### src/shared/bps_pkg.sv
// Package of constants and types for the bus phase strobe block
package bps_pkg;
    // ------------------------------------------------------------
    // Widths
    // ------------------------------------------------------------
    localparam int unsigned AD_WIDTH    = 32;
    localparam int unsigned CFG_WIDTH   = 4;
    // ------------------------------------------------------------
    // Timing in cycles
    // ------------------------------------------------------------
    localparam int unsigned ADDR_CYCLES = 1;
    localparam int unsigned TURN_CYCLES = 1;
    localparam logic [7:0]  WAIT_MAX_RST = 8'h00;
    // ------------------------------------------------------------
    // Reset values
    // ------------------------------------------------------------
    localparam logic [3:0]  CFG_RST     = 4'h0;
    // ------------------------------------------------------------
    // Bus phase states
    // ------------------------------------------------------------
    typedef enum logic [2:0] {
        BPS_IDLE,
        BPS_ADDR,
        BPS_TURN,
        BPS_RDATA,
        BPS_WDATA
    } bps_phase_type;
endpackage

### src/hw/bps_strobes.sv
// Bus phase strobe sequencer for a multiplexed address/data bus
`timescale 1ns/1ps
// Function
// - Address latch strobe is high while the bus carries a valid address.
// - Read drive enable rises only after the device has let go of the bus.
// - Read drive enable stays low in writes and when the bus is idle.
// - In a read the diagnostic flag is high for fetches, low for data.
// - Configuration pins are inputs in reset and normal after release.
// - The diagnostic pin shows read qualifiers while the bus carries address, zero in writes.
// - In a read address phase the cached flag is high on a cache miss.
module bps_strobes #(
    parameter int unsigned AD_WIDTH  = bps_pkg::AD_WIDTH,
    parameter int unsigned CFG_WIDTH = bps_pkg::CFG_WIDTH
) (
    // Clock and reset
    input  wire logic                 clk,
    input  wire logic                 rst,
    // Core request
    input  wire logic                 req_valid,
    output logic                      req_ready,
    input  wire logic                 req_write,
    input  wire logic                 req_fetch,
    input  wire logic                 req_miss,
    input  wire logic [AD_WIDTH-1:0]  req_addr,
    input  wire logic [AD_WIDTH-1:0]  req_wdata,
    // Core completion
    input  wire logic                 xfer_done,
    output logic      [AD_WIDTH-1:0]  rdata,
    output logic                      rdata_valid,
    // Multiplexed bus
    input  wire logic [AD_WIDTH-1:0]  ad_in,
    output logic      [AD_WIDTH-1:0]  ad_out,
    output logic                      ad_oe_n,
    // Phase strobes
    output logic                      addr_latch_strobe,
    output logic                      read_data_drive_enable,
    // Diagnostic pin, cached flag then fetch flag
    output logic      [1:0]           diag_out,
    // Reset configuration
    input  wire logic [CFG_WIDTH-1:0] cfg_pin_in,
    output logic      [CFG_WIDTH-1:0] cfg_value,
    output logic                      cfg_pins_normal
);
    bps_pkg::bps_phase_type state_d;
    bps_pkg::bps_phase_type state_q;
    logic                   write_d;
    logic                   write_q;
    logic [AD_WIDTH-1:0]    ad_d;
    logic [AD_WIDTH-1:0]    ad_q;
    logic                   oe_n_d;
    logic                   oe_n_q;
    logic                   ale_d;
    logic                   ale_q;
    logic                   rde_d;
    logic                   rde_q;
    logic [1:0]             diag_d;
    logic [1:0]             diag_q;
    logic [AD_WIDTH-1:0]    rdata_d;
    logic [AD_WIDTH-1:0]    rdata_q;
    logic                   rvalid_d;
    logic                   rvalid_q;
    logic [AD_WIDTH-1:0]    wdata_d;
    logic [AD_WIDTH-1:0]    wdata_q;

    // ------------------------------------------------------------
    // Reset configuration capture
    // ------------------------------------------------------------
    bps_cfg_capture #(
        .WIDTH           (CFG_WIDTH)
    ) u_cfg (
        .clk             (clk),
        .rst             (rst),
        .cfg_pin_in      (cfg_pin_in),
        .cfg_value       (cfg_value),
        .cfg_pins_normal (cfg_pins_normal)
    );

    // ------------------------------------------------------------
    // Phase sequencer
    // ------------------------------------------------------------
    always_comb begin
        state_d  = state_q;
        write_d  = write_q;
        ad_d     = ad_q;
        oe_n_d   = oe_n_q;
        ale_d    = 1'b0;
        rde_d    = 1'b0;
        diag_d   = diag_q;
        rdata_d  = rdata_q;
        rvalid_d = 1'b0;
        wdata_d  = wdata_q;
        case (state_q)
            bps_pkg::BPS_IDLE: begin
                oe_n_d = 1'b1;
                if (req_valid) begin
                    state_d = bps_pkg::BPS_ADDR;
                    write_d = req_write;
                    wdata_d = req_wdata;
                    ad_d    = req_addr;
                    oe_n_d  = 1'b0;
                    ale_d   = 1'b1;
                    // Qualifiers only meaningful in reads
                    diag_d  = req_write ? 2'h0
                                        : {req_miss, req_fetch};
                end
            end
            bps_pkg::BPS_ADDR: begin
                // Strobe drops before data or release
                ale_d = 1'b0;
                if (write_q) begin
                    state_d = bps_pkg::BPS_WDATA;
                    ad_d    = wdata_q;
                end else begin
                    state_d = bps_pkg::BPS_TURN;
                    oe_n_d  = 1'b1;
                end
            end
            bps_pkg::BPS_TURN: begin
                // Enable only after our drivers are off
                state_d = bps_pkg::BPS_RDATA;
                rde_d   = 1'b1;
            end
            bps_pkg::BPS_RDATA: begin
                rde_d = 1'b1;
                if (xfer_done) begin
                    state_d  = bps_pkg::BPS_IDLE;
                    rde_d    = 1'b0;
                    rdata_d  = ad_in;
                    rvalid_d = 1'b1;
                end
            end
            bps_pkg::BPS_WDATA: begin
                if (xfer_done) begin
                    state_d = bps_pkg::BPS_IDLE;
                    oe_n_d  = 1'b1;
                end
            end
            default: begin
                state_d = bps_pkg::BPS_IDLE;
            end
        endcase
    end

    always_ff @(posedge clk) begin
        if (rst) begin
            state_q  <= bps_pkg::BPS_IDLE;
            write_q  <= 1'b0;
            ad_q     <= '0;
            oe_n_q   <= 1'b1;
            ale_q    <= 1'b0;
            rde_q    <= 1'b0;
            diag_q   <= 2'h0;
            rdata_q  <= '0;
            rvalid_q <= 1'b0;
            wdata_q  <= '0;
        end else begin
            state_q  <= state_d;
            write_q  <= write_d;
            ad_q     <= ad_d;
            oe_n_q   <= oe_n_d;
            ale_q    <= ale_d;
            rde_q    <= rde_d;
            diag_q   <= diag_d;
            rdata_q  <= rdata_d;
            rvalid_q <= rvalid_d;
            wdata_q  <= wdata_d;
        end
    end

    // ------------------------------------------------------------
    // Outputs
    // ------------------------------------------------------------
    assign req_ready              = (state_q == bps_pkg::BPS_IDLE);
    assign ad_out                 = ad_q;
    assign ad_oe_n                = oe_n_q;
    assign addr_latch_strobe      = ale_q;
    assign read_data_drive_enable = rde_q;
    assign diag_out               = diag_q;
    assign rdata                  = rdata_q;
    assign rdata_valid            = rvalid_q;
endmodule // bps_strobes

### src/hw/bps_cfg_capture.sv
// Reset configuration capture for the bus phase strobe block
`timescale 1ns/1ps
module bps_cfg_capture #(
    parameter int unsigned WIDTH = bps_pkg::CFG_WIDTH
) (
    // Clock and reset
    input  wire logic             clk,
    input  wire logic             rst,
    // Configuration pins
    input  wire logic [WIDTH-1:0] cfg_pin_in,
    // Captured value
    output logic      [WIDTH-1:0] cfg_value,
    output logic                  cfg_pins_normal
);
    logic [WIDTH-1:0] cfg_d;
    logic [WIDTH-1:0] cfg_q;
    logic             norm_d;
    logic             norm_q;

    // ------------------------------------------------------------
    // Sample pins while reset is held
    // ------------------------------------------------------------
    always_comb begin
        cfg_d  = cfg_q;
        norm_d = 1'b1;
        if (rst) begin
            cfg_d  = cfg_pin_in;
            norm_d = 1'b0;
        end
    end

    always_ff @(posedge clk) begin
        cfg_q  <= cfg_d;
        norm_q <= norm_d;
    end

    assign cfg_value       = cfg_q;
    assign cfg_pins_normal = norm_q;
endmodule // bps_cfg_capture

### config.mk
export PLATFORM = sky130hd
export DESIGN_NAME = bps_strobes
export DESIGN_NICKNAME = d
export VERILOG_FILES = /design/src/shared/bps_pkg.sv /design/src/hw/bps_strobes.sv /design/src/hw/bps_cfg_capture.sv
export SDC_FILE = /design/constraint.sdc
export NUM_CORES = 1
export LEC_CHECK = 0
export BUFFER_PORTS_ARGS = -buffer_cell sky130_fd_sc_hd__buf_4
export CELL_PAD_IN_SITES_DETAIL_PLACEMENT = 1
export CELL_PAD_IN_SITES_GLOBAL_PLACEMENT = 1
export CORE_MARGIN = 4
export CORE_UTILIZATION = 34
export DETAILED_ROUTE_END_ITERATION = 10
export PLACE_DENSITY = 0.79
export SLEW_MARGIN = 10
export SYNTH_ARGS = -nofsm -noshare
export SYNTH_HDL_FRONTEND = slang
export SYNTH_SLANG_ARGS = --single-unit
### constraint.sdc
create_clock -name clk -period 2 [get_ports clk]
set_input_delay 0.6 -clock clk [delete_from_list [all_inputs] [get_ports clk]]
set_output_delay 0.6 -clock clk [all_outputs]
set_load 0.01 [all_outputs]
==> results_dict.tcl <==
set metrics [dict create \
    numPortBuffers 182 \
    grt_pass1_vias 4495 \
    die_area_um2 14600 \
    routed_wirelength_mm 14.2 \
    total_leakage_power_nw 2.57 \
    wl_per_cell_um 16.8 \
    critPathKind "reg2out" \
    cts.sinks 111 \
    place_congestion 0.744 \
    max_slew.worst_pin.slew_ns 0.657 \
    synth.distinct_cells 27 \
    yosys-top-cells-area "dfxtp_1, nand2_1, a21oi_1" \
    maxCapViolations 0 \
    place.detailed.hpwl_mm 10.3 \
    ctsLongestPathBuffers 2 \
    worstPathRequired_ns 1.40 \
    grt_pass1_wl_mm 22.2 \
    syn_nets 617 \
    grt_max_degree 65 \
    core-area_um2 12200 \
    min_path_type "in2reg" \
    area_delta_synth_final_pct 42.3 \
    hold_viol_final 0 \
    dp_slack_ns 0.175 \
    drt_iter0_markers 167 \
    clk_latency_ns 0.35 \
    numCtsBuffers 9 \
    syn_avg_cell_area_um2 8.48 \
    p_per_area_nw_per_um2 890 \
    first_pass_iters 4 \
    synthCells 510 \
    final_common_cell "buf_4" \
    fin_ws_ns 0.169 \
    clock_skew_ns 0.00750 \
    cts_setup_buffers 0 \
    final.setup.tns_ns 0 \
    yosysTopAreaCell "dfxtp_1" \
    critPathMaxFanout 12 \
    start_util 0.354 \
    synth.top_cell.area_share 0.496 \
    antenna_found_initial 0 \
    vias_per_cell 5.00 \
    ys_seq_area_frac 0.523 \
    drtAntennaViolNets 0 \
    ctsHoldBuffers 0 \
    n_fill_cell 1489 \
    fmax_mhz 546 \
    vias 4223 \
    drive_gt1_frac 0.321 \
    synth_seq_cells 111 \
    grt.total_usage 0.190 \
    fp.dieW_um 121 \
    report.final.slew_viol_count 0 \
    layout.area.seq_um2 2260 \
    grt_setup_unrepaired "false" \
    rows 40 \
    fin_crit_sh 0.916 \
    htree_levels 3 \
    clkTransAtPathRegs_ns 0.07 \
    drc 0 \
    arrival_ns 1.23 \
    peakVddDrop_mv 0.423 \
    fin_crit_ns 1.83 \
    finalSetupViolations 0 \
    outcome "finished clean" \
    multi_input_area_um2 1800 \
    end_kind "output port" \
    post_cts_resized 0 \
    antenna_cells 0 \
    fin_nets 778 \
    synth_area_um2 4320 \
    cts-root-buf "clkbuf_16" \
    cts_tree "done" \
    max_slew_margin 0.562 \
    ys_warn_count 0 \
    pin_count 183 \
    layout_common_cells "buf_4, nand2_1, dfxtp_1" \
    dieHeight_um 121 \
    cp-start-kind "flop" \
    grt_overflow 0 \
]
-- area by class of cell --
type / count / share of cell area
repair buffers: 197 / 0.247
clock buffers: 12 / 0.0452
inverters: 2 / 0.00122
well taps: 168 / 0.0342
multi-input cells: 350 / 0.293
flip-flops and latches: 111 / 0.368
clock inverters: 4 / 0.0120
-- worst max-delay path, stage by stage (launching register included) --
cell and delay, ns:
dfxtp_1 0.62, nor3_1 0.09, buf_4 0.17
-- flip-flops by register name (all words and copies together), names as in the netlist --
register / cells
addr_latch_strobe: 1
diag_out: 2
state_q: 3
rdata: 32
u_cfg.cfg_pins_normal: 1
u_cfg.cfg_value: 4
read_data_drive_enable: 1
rdata_valid: 1
ad_out: 32
write_q: 1
ad_oe_n: 1
wdata_q: 32
-- metrics by stage --
step	instances	hold WS [ns]	area, µm²	util	total power [W]
CTS	844	0.416	6150	0.504	0.00552
detailed placement	828	0.447	5800	0.475	0.00347
floorplan	510	0.436	4320	-	0.00301
global placement	828	0.443	5800	0.475	0.00343
global route	844	0.411	6150	0.504	0.00571
finish	844	0.429	6150	0.504	0.00548
-- synth_stat cells --
library cell	count
o2bb2ai_1	28
nor3_1	3
clkbuf_1	23
buf_1	1
buf_2	15
nand3b_1	2
or4b_4	1
nor2_2	1
dfxtp_1	107
nand2_1	136
o21ai_0	1
inv_1	2
or3_1	1
o31ai_1	1
buf_6	8
a21oi_1	101
o22ai_1	4
nand2b_1	1
nor2b_1	1
edfxtp_1	4
mux2_2	1
a211oi_1	34
nor4b_4	1
and3b_1	1
nor2_1	30
and4b_1	1
nand4b_1	1
-- cells by family (layout without fill, tap and decap cells) --
kind of cell	Yosys count	in the layout	synth area share
and+or+nand+nor	180	180	0.172
AOI/OAI and AO/OA	169	169	0.241
DFF	111	111	0.523
buffers and inverters	49	215	0.0608
muxes	1	1	0.00260
-- worst paths after layout --
kind                           startpoint                           end  slack (ns)  cells past startpoint
setup / recovery  state_q[2]$_SDFFE_PP0P_                     req_ready        0.17                      2
hold / removal              cfg_pin_in[1]  u_cfg.cfg_value[1]$_DFFE_PP_        0.43                      1
setup reg to reg  state_q[0]$_SDFFE_PP0P_       ad_out[31]$_SDFFE_PP0P_        0.27                      3
hold reg to reg    rdata[30]$_SDFFE_PP0P_        rdata[30]$_SDFFE_PP0P_        0.45                      2
-- layer usage --
layer	share of wire	routed length [µm]	track usage
met5	0	0	0
met4	0.025	352	0.0878
met3	0.047	666	0.0309
met2	0.52	7330	0.343
met1	0.41	5810	0.219
-- power breakdown --
group	leakage (nW)	internal, W	switching (W)
logic	1.48	0.000457	0.000469
clock network	0.174	0.00124	0.000823
registers	0.915	0.00238	0.000105
Note: power is estimated with default switching activity, not from simulation.
